$ cat config.mk
export PLATFORM = sky130hd
export DESIGN_NAME = pif_top
export DESIGN_NICKNAME = d
export VERILOG_FILES = /design/src/hw/pif_pkg.sv /design/src/hw/pif_reg_if.sv /design/src/hw/pif_flag_bank.sv /design/src/hw/pif_top.sv
export SDC_FILE = /design/constraint.sdc
export NUM_CORES = 1
export LEC_CHECK = 0
export ABC_AREA = 1
export CORE_MARGIN = 3
export CORE_UTILIZATION = 67
export CTS_CLUSTER_DIAMETER = 100
export CTS_CLUSTER_SIZE = 12
export DETAILED_ROUTE_END_ITERATION = 7
export DONT_BUFFER_PORTS = 1
export PLACE_DENSITY = 0.82
export SYNTH_ARGS = -nofsm -noshare
export SYNTH_HDL_FRONTEND = slang
export SYNTH_SLANG_ARGS = --single-unit
$ cat constraint.sdc
create_clock -name pclk -period 1.6 [get_ports pclk]
set_input_delay 0.08 -clock pclk [delete_from_list [all_inputs] [get_ports pclk]]
set_output_delay 0.08 -clock pclk [all_outputs]
set_load 0.03 [all_outputs]
$ cat src/hw/pif_pkg.sv
/*
  Package for the peripheral interrupt flag block: register offsets, bit
  positions, reset values and capture/compare modes.
  Assumes a 32-bit APB slave; the offsets here are word indices and the
  bus address of a register is four times its index.
*/
package pif_pkg;

  // ------------------------------------------------------------
  // Register offsets (word indices)
  // ------------------------------------------------------------
  localparam logic [11:0] PIF_FLAGS_ONE_OFF   = 12'h00c;
  localparam logic [11:0] PIF_FLAGS_TWO_OFF   = 12'h00d;
  localparam logic [11:0] PIF_ENABLES_ONE_OFF = 12'h08c;
  localparam logic [11:0] PIF_ENABLES_TWO_OFF = 12'h08d;
  localparam logic [11:0] PIF_CORE_CTRL_OFF   = 12'h00b;

  // ------------------------------------------------------------
  // Bit positions
  // ------------------------------------------------------------
  localparam int PIF_BIT_CONV   = 6;
  localparam int PIF_BIT_SERIAL = 3;
  localparam int PIF_BIT_CAPCMP = 2;
  localparam int PIF_BIT_PERIOD = 1;
  localparam int PIF_BIT_WIDE   = 0;
  localparam int PIF_BIT_LVD    = 7;
  localparam int PIF_BIT_BUSCOL = 3;
  localparam int PIF_BIT_GLOBAL = 7;
  localparam int PIF_BIT_GATE   = 6;

  localparam logic [7:0] PIF_ONE_MASK  = 8'h4f;
  localparam logic [7:0] PIF_TWO_MASK  = 8'h88;
  localparam logic [7:0] PIF_CORE_MASK = 8'hc0;
  localparam logic [7:0] PIF_RESET_VAL = 8'h00;

  // ------------------------------------------------------------
  // Capture/compare unit modes
  // ------------------------------------------------------------
  typedef enum logic [1:0]
  {
    PIF_CC_OFF     = 2'b00,
    PIF_CC_CAPTURE = 2'b01,
    PIF_CC_COMPARE = 2'b11,
    PIF_CC_PWM     = 2'b10
  } pif_cc_mode_t;

endpackage

$ cat src/hw/pif_reg_if.sv
/*
  Interface carrying one register write/read port between the top and the
  flag bank. Assumes a single clock domain.
*/
`timescale 1ns/1ns
interface pif_reg_if;
  logic       wr;
  logic [7:0] wdata;
  logic [7:0] set;
  logic [7:0] value;

  modport owner (input wr, input wdata, input set, output value);
  modport user  (output wr, output wdata, output set, input value);
endinterface

$ cat src/hw/pif_flag_bank.sv
/*
  One 8-bit register of flags or enables: software writes, hardware sets.
  Assumes the write strobe is a single-cycle pulse on pclk.
*/
`timescale 1ns/1ns
module pif_flag_bank
  import pif_pkg::*;
#(
  parameter logic [7:0] MASK = 8'hff
)
(
  // Clock and reset
  input wire logic pclk,
  input wire logic presetn,
  // Register port
  pif_reg_if.owner rp
);

  logic [7:0] bits;

  // Set wins over a software clear in the same cycle
  always_ff @(posedge pclk or negedge presetn)
  begin
    if (!presetn)
      bits <= PIF_RESET_VAL;
    else if (rp.wr)
      bits <= (rp.wdata | rp.set) & MASK;
    else
      bits <= (bits | rp.set) & MASK;
  end

  assign rp.value = bits;

endmodule

$ cat src/hw/pif_top.sv
/*
  Peripheral interrupt enable and flag registers with an APB slave.
  Assumes peripherals deliver one-cycle event pulses synchronous to pclk,
  and that each register sits at a byte address four times its word index.
*/
// Chosen here: the APB interface to the registers.
//
// Notes on behaviour
// - Enable register one at 0x8c: bits 6,3,2,1,0 enable the five sources.
// - Flag register one at 0x0c, bits match the enable positions.
// - Bits 7,5,4 of both registers read zero and ignore writes.
// - All implemented bits reset to zero and are software read/write.
// - Flags set on their event whatever the enable or global bits.
// - Converter flag bit 6 sets when a conversion completes.
// - Serial flag bit 3 sets when a transfer finishes, any mode.
// - Master mode: start, stop, restart or acknowledge done sets serial flag.
// - Master mode: start or stop seen while idle sets serial flag.
// - Hardware never clears the serial flag; software must.
// - Capture mode: a timer capture sets capture/compare flag bit 2.
// - Compare mode: a timer match sets the capture/compare flag.
// - Period timer equal to period register sets flag bit 1.
// - Wide timer overflow sets flag bit 0.
// - Enable register two at 0x8d holds collision and low-voltage enables.
// - Flag register two holds collision and low-voltage flags, set regardless.
// - No peripheral request reaches the core without the gate bit set.
`timescale 1ns/1ns
module pif_top
  import pif_pkg::*;
(
  // APB
  input  wire logic        pclk,
  input  wire logic        presetn,
  input  wire logic        psel,
  input  wire logic        penable,
  input  wire logic        pwrite,
  input  wire logic [11:0] paddr,
  input  wire logic [31:0] pwdata,
  output logic      [31:0] prdata,
  output logic             pready,
  output logic             pslverr,
  // Peripheral events as one-cycle pulses, plus mode and idle levels
  input  wire logic        conv_done,
  input  wire logic        serial_xfer_done,
  input  wire logic        serial_master_mode,
  input  wire logic        serial_seq_done,
  input  wire logic        serial_idle,
  input  wire logic        bus_cond_seen,
  input  wire logic [1:0]  capcmp_mode,
  input  wire logic        capture_event,
  input  wire logic        compare_match,
  input  wire logic        period_match,
  input  wire logic        wide_timer_ovf,
  input  wire logic        bus_collision,
  input  wire logic        low_voltage,
  // Core
  output logic             periph_irq,
  output logic             core_irq
);

  // ------------------------------------------------------------
  // Bus decode
  // ------------------------------------------------------------
  logic       access;
  logic       wr_en;
  logic       hit;
  logic [7:0] rd_val;
  logic [7:0] core_ctrl;

  assign access  = psel && penable;
  assign wr_en   = access && pwrite;
  assign pready  = 1'b1;

  // Index 0x8d is not word aligned, so every index is scaled to a byte address
  function automatic logic is_at(input logic [11:0] a, input logic [11:0] idx);
    return a == {idx[9:0], 2'b00};
  endfunction

  pif_reg_if f1_p ();
  pif_reg_if f2_p ();
  pif_reg_if e1_p ();
  pif_reg_if e2_p ();

  assign f1_p.wr    = wr_en && is_at(paddr, PIF_FLAGS_ONE_OFF);
  assign f2_p.wr    = wr_en && is_at(paddr, PIF_FLAGS_TWO_OFF);
  assign e1_p.wr    = wr_en && is_at(paddr, PIF_ENABLES_ONE_OFF);
  assign e2_p.wr    = wr_en && is_at(paddr, PIF_ENABLES_TWO_OFF);
  assign f1_p.wdata = pwdata[7:0];
  assign f2_p.wdata = pwdata[7:0];
  assign e1_p.wdata = pwdata[7:0];
  assign e2_p.wdata = pwdata[7:0];
  assign e1_p.set   = 8'h00;
  assign e2_p.set   = 8'h00;

  // ------------------------------------------------------------
  // Flag set sources
  // ------------------------------------------------------------
  logic serial_set;
  logic capcmp_set;

  // Serial flag is only ever set here; no hardware clear path exists
  assign serial_set = serial_xfer_done
                    | (serial_master_mode & serial_seq_done)
                    | (serial_master_mode & serial_idle & bus_cond_seen);

  // PWM and off modes never set it
  always_comb
  begin
    capcmp_set = 1'b0;
    case (capcmp_mode)
      PIF_CC_CAPTURE: capcmp_set = capture_event;
      PIF_CC_COMPARE: capcmp_set = compare_match;
      default:        capcmp_set = 1'b0;
    endcase
  end

  always_comb
  begin
    f1_p.set                 = 8'h00;
    f1_p.set[PIF_BIT_CONV]   = conv_done;
    f1_p.set[PIF_BIT_SERIAL] = serial_set;
    f1_p.set[PIF_BIT_CAPCMP] = capcmp_set;
    f1_p.set[PIF_BIT_PERIOD] = period_match;
    f1_p.set[PIF_BIT_WIDE]   = wide_timer_ovf;
    f2_p.set                 = 8'h00;
    f2_p.set[PIF_BIT_BUSCOL] = bus_collision;
    f2_p.set[PIF_BIT_LVD]    = low_voltage;
  end

  pif_flag_bank
  #(
    .MASK    (PIF_ONE_MASK)
  )
  u_flags_one
  (
    .pclk    (pclk),
    .presetn (presetn),
    .rp      (f1_p)
  );

  pif_flag_bank
  #(
    .MASK    (PIF_TWO_MASK)
  )
  u_flags_two
  (
    .pclk    (pclk),
    .presetn (presetn),
    .rp      (f2_p)
  );

  pif_flag_bank
  #(
    .MASK    (PIF_ONE_MASK)
  )
  u_enables_one
  (
    .pclk    (pclk),
    .presetn (presetn),
    .rp      (e1_p)
  );

  pif_flag_bank
  #(
    .MASK    (PIF_TWO_MASK)
  )
  u_enables_two
  (
    .pclk    (pclk),
    .presetn (presetn),
    .rp      (e2_p)
  );

  // ------------------------------------------------------------
  // Core gate bits (global enable and peripheral gate)
  // ------------------------------------------------------------
  always_ff @(posedge pclk or negedge presetn)
  begin
    if (!presetn)
      core_ctrl <= PIF_RESET_VAL;
    else if (wr_en && is_at(paddr, PIF_CORE_CTRL_OFF))
      core_ctrl <= pwdata[7:0] & PIF_CORE_MASK;
  end

  // ------------------------------------------------------------
  // Read mux
  // ------------------------------------------------------------
  always_comb
  begin
    hit    = 1'b1;
    rd_val = 8'h00;
    if (is_at(paddr, PIF_FLAGS_ONE_OFF))
      rd_val = f1_p.value;
    else if (is_at(paddr, PIF_FLAGS_TWO_OFF))
      rd_val = f2_p.value;
    else if (is_at(paddr, PIF_ENABLES_ONE_OFF))
      rd_val = e1_p.value;
    else if (is_at(paddr, PIF_ENABLES_TWO_OFF))
      rd_val = e2_p.value;
    else if (is_at(paddr, PIF_CORE_CTRL_OFF))
      rd_val = core_ctrl;
    else
      hit = 1'b0;
  end

  assign prdata  = {24'h000000, rd_val};
  assign pslverr = access && !hit;

  // ------------------------------------------------------------
  // Requests to the core
  // ------------------------------------------------------------
  logic any_pending;
  assign any_pending = |((f1_p.value & e1_p.value) | (f2_p.value & e2_p.value));

  always_ff @(posedge pclk or negedge presetn)
  begin
    if (!presetn)
      periph_irq <= 1'b0;
    else
      periph_irq <= any_pending & core_ctrl[PIF_BIT_GATE];
  end

  // Global enable only gates what the peripheral gate already lets through
  always_ff @(posedge pclk or negedge presetn)
  begin
    if (!presetn)
      core_irq <= 1'b0;
    else
      core_irq <= any_pending & core_ctrl[PIF_BIT_GATE] & core_ctrl[PIF_BIT_GLOBAL];
  end

  // ------------------------------------------------------------
  // Checks
  // ------------------------------------------------------------
  conv_set_a: assert property (@(posedge pclk) disable iff (!presetn)
    conv_done |=> f1_p.value[PIF_BIT_CONV]) else $error("converter flag not set");
  serial_set_a: assert property (@(posedge pclk) disable iff (!presetn)
    serial_xfer_done |=> f1_p.value[PIF_BIT_SERIAL]) else $error("serial flag not set");
  serial_hold_a: assert property (@(posedge pclk) disable iff (!presetn)
    f1_p.value[PIF_BIT_SERIAL] && !f1_p.wr |=> f1_p.value[PIF_BIT_SERIAL]) else $error("serial flag self-cleared");
  pwm_quiet_a: assert property (@(posedge pclk) disable iff (!presetn)
    capcmp_mode == PIF_CC_PWM && !f1_p.wr && !f1_p.value[PIF_BIT_CAPCMP] |=> !f1_p.value[PIF_BIT_CAPCMP])
    else $error("capcmp flag set in pwm");
  period_set_a: assert property (@(posedge pclk) disable iff (!presetn)
    period_match |=> f1_p.value[PIF_BIT_PERIOD]) else $error("period flag not set");
  wide_set_a: assert property (@(posedge pclk) disable iff (!presetn)
    wide_timer_ovf |=> f1_p.value[PIF_BIT_WIDE]) else $error("overflow flag not set");
  unimpl_zero_a: assert property (@(posedge pclk) disable iff (!presetn)
    (f1_p.value & ~PIF_ONE_MASK) == 8'h00 && (e1_p.value & ~PIF_ONE_MASK) == 8'h00)
    else $error("unimplemented bit set");
  gate_block_a: assert property (@(posedge pclk) disable iff (!presetn)
    !core_ctrl[PIF_BIT_GATE] |=> !periph_irq) else $error("request without gate");
  req_follow_a: assert property (@(posedge pclk) disable iff (!presetn)
    any_pending && core_ctrl[PIF_BIT_GATE] |=> periph_irq) else $error("request missing");
  bus_col_a: assert property (@(posedge pclk) disable iff (!presetn)
    bus_collision |=> f2_p.value[PIF_BIT_BUSCOL]) else $error("collision flag not set");
  low_volt_a: assert property (@(posedge pclk) disable iff (!presetn)
    low_voltage |=> f2_p.value[PIF_BIT_LVD]) else $error("low-voltage flag not set");
  seq_done_a: assert property (@(posedge pclk) disable iff (!presetn)
    serial_master_mode && serial_seq_done |=> f1_p.value[PIF_BIT_SERIAL]) else $error("sequence flag not set");
  idle_cond_a: assert property (@(posedge pclk) disable iff (!presetn)
    serial_master_mode && serial_idle && bus_cond_seen |=> f1_p.value[PIF_BIT_SERIAL])
    else $error("idle condition flag not set");
  capture_set_a: assert property (@(posedge pclk) disable iff (!presetn)
    capcmp_mode == PIF_CC_CAPTURE && capture_event |=> f1_p.value[PIF_BIT_CAPCMP])
    else $error("capture flag not set");
  compare_set_a: assert property (@(posedge pclk) disable iff (!presetn)
    capcmp_mode == PIF_CC_COMPARE && compare_match |=> f1_p.value[PIF_BIT_CAPCMP])
    else $error("compare flag not set");
  conv_quiet_a: assert property (@(posedge pclk) disable iff (!presetn)
    !conv_done && !f1_p.wr && !f1_p.value[PIF_BIT_CONV] |=> !f1_p.value[PIF_BIT_CONV])
    else $error("converter flag set without event");
  serial_quiet_a: assert property (@(posedge pclk) disable iff (!presetn)
    !serial_xfer_done && !serial_seq_done && !bus_cond_seen && !f1_p.wr && !f1_p.value[PIF_BIT_SERIAL]
    |=> !f1_p.value[PIF_BIT_SERIAL]) else $error("serial flag set without event");
  period_quiet_a: assert property (@(posedge pclk) disable iff (!presetn)
    !period_match && !f1_p.wr && !f1_p.value[PIF_BIT_PERIOD] |=> !f1_p.value[PIF_BIT_PERIOD])
    else $error("period flag set without event");
  wide_quiet_a: assert property (@(posedge pclk) disable iff (!presetn)
    !wide_timer_ovf && !f1_p.wr && !f1_p.value[PIF_BIT_WIDE] |=> !f1_p.value[PIF_BIT_WIDE])
    else $error("overflow flag set without event");
  conv_hold_a: assert property (@(posedge pclk) disable iff (!presetn)
    f1_p.value[PIF_BIT_CONV] && !f1_p.wr |=> f1_p.value[PIF_BIT_CONV])
    else $error("converter flag self-cleared");
  capcmp_hold_a: assert property (@(posedge pclk) disable iff (!presetn)
    f1_p.value[PIF_BIT_CAPCMP] && !f1_p.wr |=> f1_p.value[PIF_BIT_CAPCMP])
    else $error("capcmp flag self-cleared");
  period_hold_a: assert property (@(posedge pclk) disable iff (!presetn)
    f1_p.value[PIF_BIT_PERIOD] && !f1_p.wr |=> f1_p.value[PIF_BIT_PERIOD])
    else $error("period flag self-cleared");
  wide_hold_a: assert property (@(posedge pclk) disable iff (!presetn)
    f1_p.value[PIF_BIT_WIDE] && !f1_p.wr |=> f1_p.value[PIF_BIT_WIDE])
    else $error("overflow flag self-cleared");
  two_hold_a: assert property (@(posedge pclk) disable iff (!presetn)
    !f2_p.wr |=> (f2_p.value & $past(f2_p.value)) == $past(f2_p.value))
    else $error("register two flag self-cleared");
  unimpl_two_a: assert property (@(posedge pclk) disable iff (!presetn)
    (f2_p.value & ~PIF_TWO_MASK) == 8'h00 && (e2_p.value & ~PIF_TWO_MASK) == 8'h00)
    else $error("unused register two bit set");

  // ------------------------------------------------------------
  // Checks: register bus
  // ------------------------------------------------------------
  en_one_wr_a: assert property (@(posedge pclk) disable iff (!presetn)
    e1_p.wr |=> e1_p.value == ($past(pwdata[7:0]) & PIF_ONE_MASK))
    else $error("enable one write lost");
  en_one_hold_a: assert property (@(posedge pclk) disable iff (!presetn)
    !e1_p.wr |=> $stable(e1_p.value)) else $error("enable one changed without write");
  flags_one_wr_a: assert property (@(posedge pclk) disable iff (!presetn)
    f1_p.wr && f1_p.set == 8'h00 |=> f1_p.value == ($past(pwdata[7:0]) & PIF_ONE_MASK))
    else $error("flag one write lost");
  en_two_wr_a: assert property (@(posedge pclk) disable iff (!presetn)
    e2_p.wr |=> e2_p.value == ($past(pwdata[7:0]) & PIF_TWO_MASK))
    else $error("enable two write lost");
  en_two_hold_a: assert property (@(posedge pclk) disable iff (!presetn)
    !e2_p.wr |=> $stable(e2_p.value)) else $error("enable two changed without write");
  flags_two_wr_a: assert property (@(posedge pclk) disable iff (!presetn)
    f2_p.wr && f2_p.set == 8'h00 |=> f2_p.value == ($past(pwdata[7:0]) & PIF_TWO_MASK))
    else $error("flag two write lost");
  rd_unimpl_a: assert property (@(posedge pclk) disable iff (!presetn)
    access && !pwrite && is_at(paddr, PIF_FLAGS_ONE_OFF) |-> prdata[7] == 1'b0 && prdata[5:4] == 2'b00)
    else $error("unimplemented bit read as one");
  reset_clear_a: assert property (@(posedge pclk)
    $rose(presetn) |-> f1_p.value == 8'h00 && e1_p.value == 8'h00 && f2_p.value == 8'h00
                       && e2_p.value == 8'h00 && !periph_irq && !core_irq)
    else $error("register not cleared by reset");

  // ------------------------------------------------------------
  // Checks: requests to the core
  // ------------------------------------------------------------
  global_block_a: assert property (@(posedge pclk) disable iff (!presetn)
    !core_ctrl[PIF_BIT_GLOBAL] |=> !core_irq) else $error("core request without global enable");
  core_gate_a: assert property (@(posedge pclk) disable iff (!presetn)
    !core_ctrl[PIF_BIT_GATE] |=> !core_irq) else $error("core request without gate");
  req_drop_a: assert property (@(posedge pclk) disable iff (!presetn)
    !any_pending |=> !periph_irq) else $error("request without pending flag");
  core_follow_a: assert property (@(posedge pclk) disable iff (!presetn)
    any_pending && core_ctrl[PIF_BIT_GATE] && core_ctrl[PIF_BIT_GLOBAL] |=> core_irq)
    else $error("core request missing");

endmodule

==> results_dict.tcl, run 1 <==
set metrics [dict create \
    ir_worst_vdd_uv 412 \
    wirelength_mm 3.26 \
    hold_viol_final 0 \
    die_area_um2 2530 \
    syn_area_um2 1310 \
    final.min_clock_period_ns 1.35 \
    num_rows 15 \
    htree_levels 1 \
    r2r_setup_slack_ns 0.27 \
    syn_avg_cell_area_um2 7.38 \
    setup_tns_ns 0 \
    final_cells 230 \
    min-delay-start "pwdata[3]" \
    dr.first_iter.drc_count 47 \
    cts_setup_buffers 0 \
    synth-seq-area-share_pct 34.3 \
    initial_core_util_pct 73.7 \
    slowest_stage "dlygate4sd3_1" \
    via_count 1221 \
    fmax_mhz 743 \
    cp.arrival_ns 1.52 \
    grt_pass1_vias 1221 \
    num_io_pins 99 \
    final_util_pct 84.4 \
    drive_gt1_share_pct 16.1 \
    layout.nets 270 \
    muxShareOfSynthArea_pct 0 \
    p_leak_nw 0.782 \
    antenna_found_initial 0 \
    route.detailed.drc 0 \
    viasPerCell 5.31 \
    wl_per_cell_um 14.2 \
    ys_ff_latch 18 \
    grt-ovfl-total 0 \
    highest-signal-layer "met4" \
    tightest_slew_ns 0.826 \
    setup_viol 0 \
    cp-end-kind "flop" \
    fin_skew_ns 0.00224 \
    synth_top_family_by_area "buffers and inverters" \
    gp_congestion 0.863 \
    nFillCells 87 \
    die_y_um 50.3 \
    power_density_nw_per_um2 564 \
    period_share_pct 84.2 \
    io_buffers 0 \
    layout_commonest_cell "nand2_1" \
    synth_fa_ha_area_share_pct 0 \
    drt-met1-wl_mm 1.19 \
    reg2reg_from "u_flags_one.rp.value[6]" \
    numCtsBuffers 3 \
    netlist_instances 178 \
    core_um2 1780 \
    mostFrequentLayoutCells "nand2_1 (35), conb_1 (27), inv_1 (24), dlygate4sd3_1 (20), dfrtp_1 (18)" \
    syn_to_final_growth_pct 14.5 \
    holdPathStages 2 \
    max_slew_margin_pct 44.7 \
    cpPeakStageDelay_ns 0.56 \
    rsz0062_at_grt "no" \
    ant_nets 0 \
    grt_use_total_pct 26.7 \
    path_max_fanout 9 \
    synth_compound_area_share_pct 15.2 \
    antennaDiodeCount 0 \
    min_path_type "in2reg" \
    clock-sinks 18 \
    yosysWarningCount 0 \
    critPathKind "in2reg" \
    min_to "u_enables_one.rp.value[3]" \
    grt_start_max_net_pins 19 \
    crit_chain "nor2_2 -> nand2_2 -> nor2_4 -> nand2_4 -> clkinv_4 -> nand2_4 -> a21oi_2 -> o21ai_1 -> dlygate4sd3_1" \
    cap_violations 0 \
    dpl.cell_count 207 \
    grt_pass1_wl_mm 5.26 \
    reg2reg_depth 3 \
    clock_path_buffers 2 \
    dp_hpwl_mm 2.07 \
    clkTransAtPathRegs_ns 0.10 \
    cp_common_cell "nand2_4" \
    ys_types 26 \
    die_x_um 50.3 \
    synth_xor_area_share_pct 0 \
    wl_met3_um 272 \
    start_kind "input port" \
    first_pass_iters 4 \
    routed-wl-met2_mm 1.73 \
    r2r-end "u_flags_one.rp.value[6]" \
    synth-simple-area-share_pct 24.9 \
    cts_tree "built" \
    finalMaxSlewViolations 0 \
    cts_root_buf "clkbuf_4" \
    outcome "completed" \
    clkLatencyLatePin_ns 0.28 \
    crit_required_ns 1.77 \
]
[state kept, by name, indices dropped and copies added, names as in the netlist]
| name | flops |
|---|---|
| u_enables_one.rp.value | 5 |
| u_flags_one.rp.value | 5 |
| core_ctrl | 2 |
| u_enables_two.rp.value | 2 |
| u_flags_two.rp.value | 2 |
| core_irq | 1 |
| periph_irq | 1 |
[worst max-delay path by stage]
stage / endpoint / start / slack (ns)
6_report: u_flags_one.rp.value[0] / paddr[7] / 0.25
5_1_grt: u_flags_one.rp.value[6] / paddr[7] / 0.15
4_1_cts: prdata[3] / u_enables_two.rp.value[3] / 0.27
3_5_place_dp: prdata[3] / paddr[7] / 0.42
3_3_place_gp: prdata[3] / paddr[1] / 0.43
2_1_floorplan: pslverr / paddr[5] / 0.34
[cells in the mapped netlist, drive strengths merged]
cell	count	share of area, %
a21oi	7	3.5
and2	1	0.48
buf	27	15
clkinv	3	1.3
conb	2	0.57
dfrtp	18	34
inv	29	8.3
nand2	42	14
nand3	8	3.0
nand4	4	1.9
nor2	12	4.6
nor3	1	0.38
o211ai	4	3.4
o21ai	15	5.7
o221ai	1	0.67
o22ai	4	1.9
[power breakdown]
group          leakage, nW  switching, mW  internal [mW]
Clock               0.0138          0.132         0.0874
Sequential           0.215       0.000215          0.455
Combinational        0.553          0.133         0.0412
Total                0.782          0.265          0.583
[cell families after synthesis]
logic type             after synthesis
other                                2
AOI/OAI and AO/OA                   31
buffers and inverters               59
and+or+nand+nor                     68
DFF                                 18
[routing by layer]
layer  GRT usage (%)  vias up
li1                -      565
met1            29.9      565
met2            50.2       79
met3            4.75       12
met4            8.29        0
met5               0        -
[worst max-delay path, delay by kind of cell]
kind                   cells  cell delay (ns)
buffers and inverters      2             0.64
AO/OA/AOI/OAI              2             0.21
AND/OR/NAND/NOR            5             0.57
[per-stage QoR]
stage | total power [mW] | instance area (um^2) | setup WS, ns | hold slack, ns
6_report | 0.848 | 1500 | 0.253 | 0.000272
3_3_place_gp | 0.587 | 1280 | 0.425 | -0.215
3_5_place_dp | 0.589 | 1280 | 0.418 | -0.215
2_1_floorplan | 0.632 | 1410 | 0.338 | -0.216
4_1_cts | 0.838 | 1500 | 0.273 | 0.00290
5_1_grt | 0.879 | 1500 | 0.151 | 0.000774
[area by class of cell]
type	count	area, um^2	share of cell area (%)
Multi-Input combinational cell	126	628	41.8
Sequential cell	18	450	30.0
Timing Repair Buffer	26	245	16.3
Inverter	32	126	8.40
Tap cell	25	31.3	2.08
Clock buffer	3	22.5	1.50
[timing repair]
| item | CTS | global route |
|---|---|---|
| setup endpoints to repair | 0 | 0 |
| hold buffers | 20 | 0 |
| hold endpoints to repair | 30 | 0 |
| gates resized for setup | 0 | 0 |
Power figures use the tool's default switching activity.
==> run 2, diff against run 1 <==
--- a/config.mk
+++ b/config.mk
@@ -5,14 +5,14 @@
 export SDC_FILE = /design/constraint.sdc
 export NUM_CORES = 1
 export LEC_CHECK = 0
-export ABC_AREA = 1
+export ABC_AREA = 0
 export CORE_MARGIN = 3
-export CORE_UTILIZATION = 67
+export CORE_UTILIZATION = 62
 export CTS_CLUSTER_DIAMETER = 100
 export CTS_CLUSTER_SIZE = 12
 export DETAILED_ROUTE_END_ITERATION = 7
 export DONT_BUFFER_PORTS = 1
-export PLACE_DENSITY = 0.82
+export PLACE_DENSITY = 0.77
 export SYNTH_ARGS = -nofsm -noshare
 export SYNTH_HDL_FRONTEND = slang
 export SYNTH_SLANG_ARGS = --single-unit
==> constraint.sdc (replaced) <==
create_clock -name pclk -period 1.4 [get_ports pclk]
set_input_delay 0.07 -clock pclk [delete_from_list [all_inputs] [get_ports pclk]]
set_output_delay 0.07 -clock pclk [all_outputs]
set_load 0.03 [all_outputs]
==> run 2 against run 1 <==
  * Non-clock buffer count up 11
  * Power up 26%
  * Largest power group unchanged
  * First-iteration DRC count down 70%
  * The flow now finishes with violations (setup timing)
  * Combinational power up 24%
==> results_dict.tcl, run 2 <==
set metrics [dict create \
    dp_hpwl_mm 2.13 \
    ys_types 34 \
    stdcell_area_um2 1670 \
    clock-sinks 18 \
    ir_worst_vdd_uv 692 \
    antenna_found_initial 0 \
    gp_congestion 0.806 \
    htree_levels 1 \
    mostFrequentLayoutCells "conb_1 (27), dfrtp_1 (18), buf_4 (18), dlygate4sd3_1 (15)" \
    clkLatencyLatePin_ns 0.31 \
    reg2reg_depth 5 \
    rsz0062_at_grt "yes" \
    yosys.area.top_type "dfrtp_1" \
    grt_use_total_pct 28.0 \
    antennaDiodeCount 0 \
    layout_commonest_cell "conb_1" \
    crit_family "simple AND/OR/NAND/NOR gates" \
    hold_viol_final 0 \
    r2r_setup_slack_ns 0.13 \
    final.min_clock_period_ns 1.53 \
    dr.first_iter.drc_count 14 \
    synth_edf_count 0 \
    drive_gt1_share_pct 35.3 \
    syn_to_final_growth_pct 29.9 \
    cts_root_buf "clkbuf_4" \
    numCtsBuffers 3 \
    grt-ovfl-total 0 \
    synth-seq-area-share_pct 35.1 \
    initial_core_util_pct 69.7 \
    netlist_instances 121 \
    finalMaxSlewViolations 0 \
    ys_ff_latch 18 \
    crit_chain "or4_4 -> or3_4 -> nor3_4 -> buf_12" \
    reg2reg_from "u_flags_one.rp.value[3]" \
    synthTopCellsByArea "dfrtp_1 (35%), buf_4 (16%), mux2_2 (8.8%), mux2i_1 (7.8%), nor4_4 (3.3%)" \
    cts_tree "built" \
    via_count 1035 \
    fin_skew_ns 0.00280 \
    violations "setup timing" \
    power_density_nw_per_um2 642 \
    r2r-end "core_irq" \
    ys_async_sr_fraction_pct 100 \
    cpPeakStageDelay_ns 0.54 \
    cp-end-kind "output port" \
    fmax_mhz 653 \
    cp_num_buf_inv 1 \
    holdPathStages 3 \
    setup_tns_ns -0.692 \
    synth_top_area_share_pct 35.1 \
    slowest_stage "or4_4" \
    worst_slack_ns -0.131 \
    wirelength_mm 3.44 \
    yosys-top-cells-count "buf_4 (27), dfrtp_1 (18), mux2_2 (10), mux2i_1 (10), nor2_1 (10)" \
    die_area_um2 2650 \
    holdWs_ns 0.0863 \
    path_max_fanout 4 \
    cp.arrival_ns 1.46 \
    cap_violations 0 \
    clkTransAtPathRegs_ns 0.10 \
    first_pass_iters 4 \
    period_share_pct 109 \
    start_kind "input port" \
    ant_nets 0 \
    outcome "complete, but fails checks" \
    max_slew_margin_pct 44.5 \
    place_worst_setup_slack_ns -0.252 \
    die_x_um 51.5 \
    viasPerCell 5.72 \
    die_y_um 51.5 \
    min_path_type "in2reg" \
    grt_pass1_vias 1045 \
    yosysWarningCount 0 \
    io_buffers 0 \
    grt_pass1_wl_mm 5.28 \
    num_io_pins 99 \
    grt_start_max_net_pins 19 \
    critPathKind "in2out" \
    syn_area_um2 1280 \
    layout.nets 220 \
    syn_avg_cell_area_um2 10.6 \
    tightest_slew_ns 0.830 \
    clock_path_buffers 2 \
    min_to "u_flags_one.rp.value[3]" \
    p_leak_nw 0.758 \
    core_um2 1840 \
    postPlaceCellArea_um2 1380 \
    setup_viol 11 \
    num_rows 15 \
    min-delay-start "serial_seq_done" \
    synth_ff_type "dfrtp_1" \
    route.detailed.drc 0 \
    wl_per_cell_um 19.0 \
    crit_required_ns 1.33 \
    synth.most_common_cell "buf_4" \
]
## run 2: tightest hold or removal path: stages
cell,delay (ns)
a21o_1,0.09
a211oi_1,0.07
mux2i_1,0.13
## run 2: per-stage QoR
stage,util (%),std cells,power [mW]
floorplan,-,146,0.750
detailed placement,74.9,153,0.682
global route,90.5,181,1.11
global placement,74.9,153,0.680
CTS,88.0,178,1.05
finish,90.5,181,1.07
## run 2: cells by family after synthesis
group / count (synthesis) / share of synthesized area [%]
AOI/OAI and AO/OA: 11 / 6.54
buffers and inverters: 33 / 18.2
DFF: 18 / 35.1
muxes: 23 / 20.7
other: 2 / 0.586
and+or+nand+nor: 34 / 18.8
## run 2: worst max-delay path by stage
stage,startpoint,end,slack [ns],depth (start not counted)
after floorplan,paddr[11],core_ctrl[6],-0.28,4
after global placement,paddr[1],prdata[1],-0.24,4
after detailed placement,paddr[1],prdata[2],-0.25,4
after CTS,paddr[6],prdata[2],-0.12,4
after global routing,paddr[6],prdata[2],-0.17,4
final,paddr[6],prdata[2],-0.13,4
## run 2: power by group
| part | internal, mW | switching [mW] | total, mW |
|---|---|---|---|
| Clock | 0.159 | 0.174 | 0.334 |
| Combinational | 0.0623 | 0.153 | 0.216 |
| Sequential | 0.520 | 0.000299 | 0.520 |
| Total | 0.741 | 0.328 | 1.07 |
## run 2: per-layer routing
layer | up-vias | GRT usage [%] | routed length (um)
met5 | - | 0 | 0
met4 | 0 | 6.55 | 37
met3 | 5 | 8.45 | 292
met2 | 67 | 48.9 | 1810
met1 | 502 | 33.4 | 1300
li1 | 461 | - | -
## run 2: area by class of cell
type | instances | area (um^2)
Multi-Input combinational cell | 95 | 783
Sequential cell | 18 | 450
Timing Repair Buffer | 37 | 357
Fill cell | 78 | 174
Clock buffer | 4 | 36.3
Tap cell | 25 | 31.3
Inverter | 2 | 7.51
## run 2: repair_timing
action,in CTS,in global routing
endpoints found under the hold margin,34,0
pin swaps,7,3
resized for setup,2,4
endpoints found under the setup margin,7,13
setup buffers,6,3
hold buffers,15,0
==> run 3, diff against run 2 <==
--- a/config.mk
+++ b/config.mk
@@ -7,12 +7,12 @@
 export LEC_CHECK = 0
 export ABC_AREA = 0
 export CORE_MARGIN = 3
-export CORE_UTILIZATION = 62
+export CORE_UTILIZATION = 67
 export CTS_CLUSTER_DIAMETER = 100
 export CTS_CLUSTER_SIZE = 12
 export DETAILED_ROUTE_END_ITERATION = 7
 export DONT_BUFFER_PORTS = 1
-export PLACE_DENSITY = 0.77
+export PLACE_DENSITY = 0.82
 export SYNTH_ARGS = -nofsm -noshare
 export SYNTH_HDL_FRONTEND = slang
 export SYNTH_SLANG_ARGS = --single-unit
==> constraint.sdc (replaced) <==
create_clock -name pclk -period 1.8 [get_ports pclk]
set_input_delay 0.09 -clock pclk [delete_from_list [all_inputs] [get_ports pclk]]
set_output_delay 0.09 -clock pclk [all_outputs]
set_load 0.03 [all_outputs]
==> run 3 against run 2 <==
  * The flow now finishes without violations
  * Count of clock-buffer cells in the layout is the same
  * Global-route usage fell by 2.1 points
  * Register-to-register slack improved by 0.28 ns
  * Critical endpoint is now prdata[1]
  * Largest cell class unchanged
  * Largest power group unchanged
==> results_dict.tcl, run 3 (same netlist as run 2, synthesis figures left out) <==
set metrics [dict create \
    dr.first_iter.drc_count 14 \
    setup_viol 0 \
    ir_worst_vdd_uv 530 \
    internal-power_uw 573 \
    power_density_nw_per_um2 556 \
    period_share_pct 93.9 \
    antennaDiodeCount 0 \
    cts_tree "built" \
    mostFrequentLayoutCells "conb_1 (27), dfrtp_1 (18), dlygate4sd3_1 (17), buf_4 (11)" \
    gp_congestion 0.854 \
    clkLatencyLatePin_ns 0.30 \
    min_to "u_flags_one.rp.value[3]" \
    power_frac_seq_pct 49.4 \
    cp.arrival_ns 1.60 \
    layout_commonest_cell "conb_1" \
    cts_setup_buffers 0 \
    io_buffers 0 \
    clock-sinks 18 \
    num_rows 15 \
    cts_root_buf "clkbuf_4" \
    outcome "completed" \
    finalPower_uw 819 \
    dpl.cell_count 151 \
    path_max_fanout 8 \
    finalMaxSlewViolations 0 \
    final_util_pct 83.5 \
    wl_per_cell_um 17.3 \
    syn_to_final_growth_pct 14.9 \
    clock_path_buffers 2 \
    die_x_um 49.8 \
    holdPathStages 3 \
    die_y_um 49.8 \
    power.share.combinational_pct 19.2 \
    power.switching_uw 246 \
    dp_hpwl_mm 2.02 \
    rsz0062_at_grt "no" \
    min-delay-start "serial_seq_done" \
    fmax_mhz 592 \
    wirelength_mm 2.98 \
    grt_pass1_wl_mm 4.84 \
    via_count 960 \
    r2r-end "u_flags_one.rp.value[3]" \
    max_slew_margin_pct 40.1 \
    viasPerCell 5.58 \
    crit_required_ns 1.71 \
    grt_use_total_pct 25.9 \
    cp-end-kind "output port" \
    hold_viol_final 0 \
    ant_nets 0 \
    core_um2 1760 \
    clkTransAtPathRegs_ns 0.11 \
    initial_core_util_pct 72.7 \
    layout.nets 211 \
    grt_pass1_vias 1039 \
    swShare_pct 30.1 \
    tightest_slew_ns 0.892 \
    numCtsBuffers 3 \
    die_area_um2 2480 \
    clkPwrFrac_pct 31.4 \
    final_cells 172 \
    route.detailed.drc 0 \
    htree_levels 1 \
    drive_gt1_share_pct 23.1 \
    reg2reg_depth 3 \
    final.min_clock_period_ns 1.69 \
    cp-startpoint "paddr[1]" \
    start_kind "input port" \
    cap_violations 0 \
    first_pass_iters 4 \
    grt-ovfl-total 0 \
    p_leak_nw 0.657 \
    fin_skew_ns 0.00909 \
    r2r_setup_slack_ns 0.41 \
    grt_start_max_net_pins 19 \
    num_io_pins 99 \
    min_path_type "in2reg" \
    critPathKind "in2out" \
    reg2reg_from "u_flags_one.rp.value[3]" \
    antenna_found_initial 0 \
]
## run 3: critical path, stage by stage
cell and delay, ns:
or4b_4 0.60, or3_1 0.46, nor3_1 0.24, buf_4 0.21
## run 3: per-layer routing
layer  track usage, %  wire, um  vias up
li1                 -         -      441
met1             29.5      1080      463
met2             46.3      1620       46
met3             6.34       219       10
met4             9.22        55        0
met5                0         0        -
## run 3: power by group through the flow
stage / clock network (mW) / registers, mW / logic (mW)
2_1_floorplan: 0 / 0.413 / 0.160
3_3_place_gp: 0 / 0.413 / 0.109
3_5_place_dp: 0 / 0.413 / 0.111
4_1_cts: 0.261 / 0.405 / 0.150
5_1_grt: 0.289 / 0.405 / 0.167
6_report: 0.257 / 0.405 / 0.157
## run 3: layout make-up
cell class	count	area, um^2
multi-input combinational	95	696
sequential	18	450
tap	25	31.3
timing repair buffer	28	253
inverter	2	7.51
clock buffer	4	36.3
fill	103	290
## run 3: metrics by stage
| step | setup slack (ns) | setup TNS, ns | instance area, um^2 | hold slack (ns) |
|---|---|---|---|---|
| after CTS | 0.0000907 | 0 | 1460 | 0.00713 |
| after global placement | -0.0128 | -0.0251 | 1260 | -0.205 |
| after floorplan | -0.153 | -0.458 | 1380 | -0.206 |
| after detailed placement | 0.00829 | 0 | 1260 | -0.205 |
| final | 0.109 | 0 | 1470 | 0.115 |
| after global routing | 0.0282 | 0 | 1470 | 0.130 |
## run 3: worst max path at each step
stage	to	slack [ns]	cells past startpoint
detailed placement	prdata[7]	0.008	6
floorplan	prdata[0]	-0.15	4
finish	prdata[1]	0.11	4
global route	prdata[7]	0.03	6
global placement	prdata[7]	-0.01	6
CTS	prdata[7]	0.00009	6
## run 3: timing repair
| action | 4_1_cts | 5_1_grt |
|---|---|---|
| hold buffers | 16 | 1 |
| setup endpoints to repair | 0 | 3 |
| hold endpoints to repair | 34 | 1 |
| resized for setup | 0 | 1 |
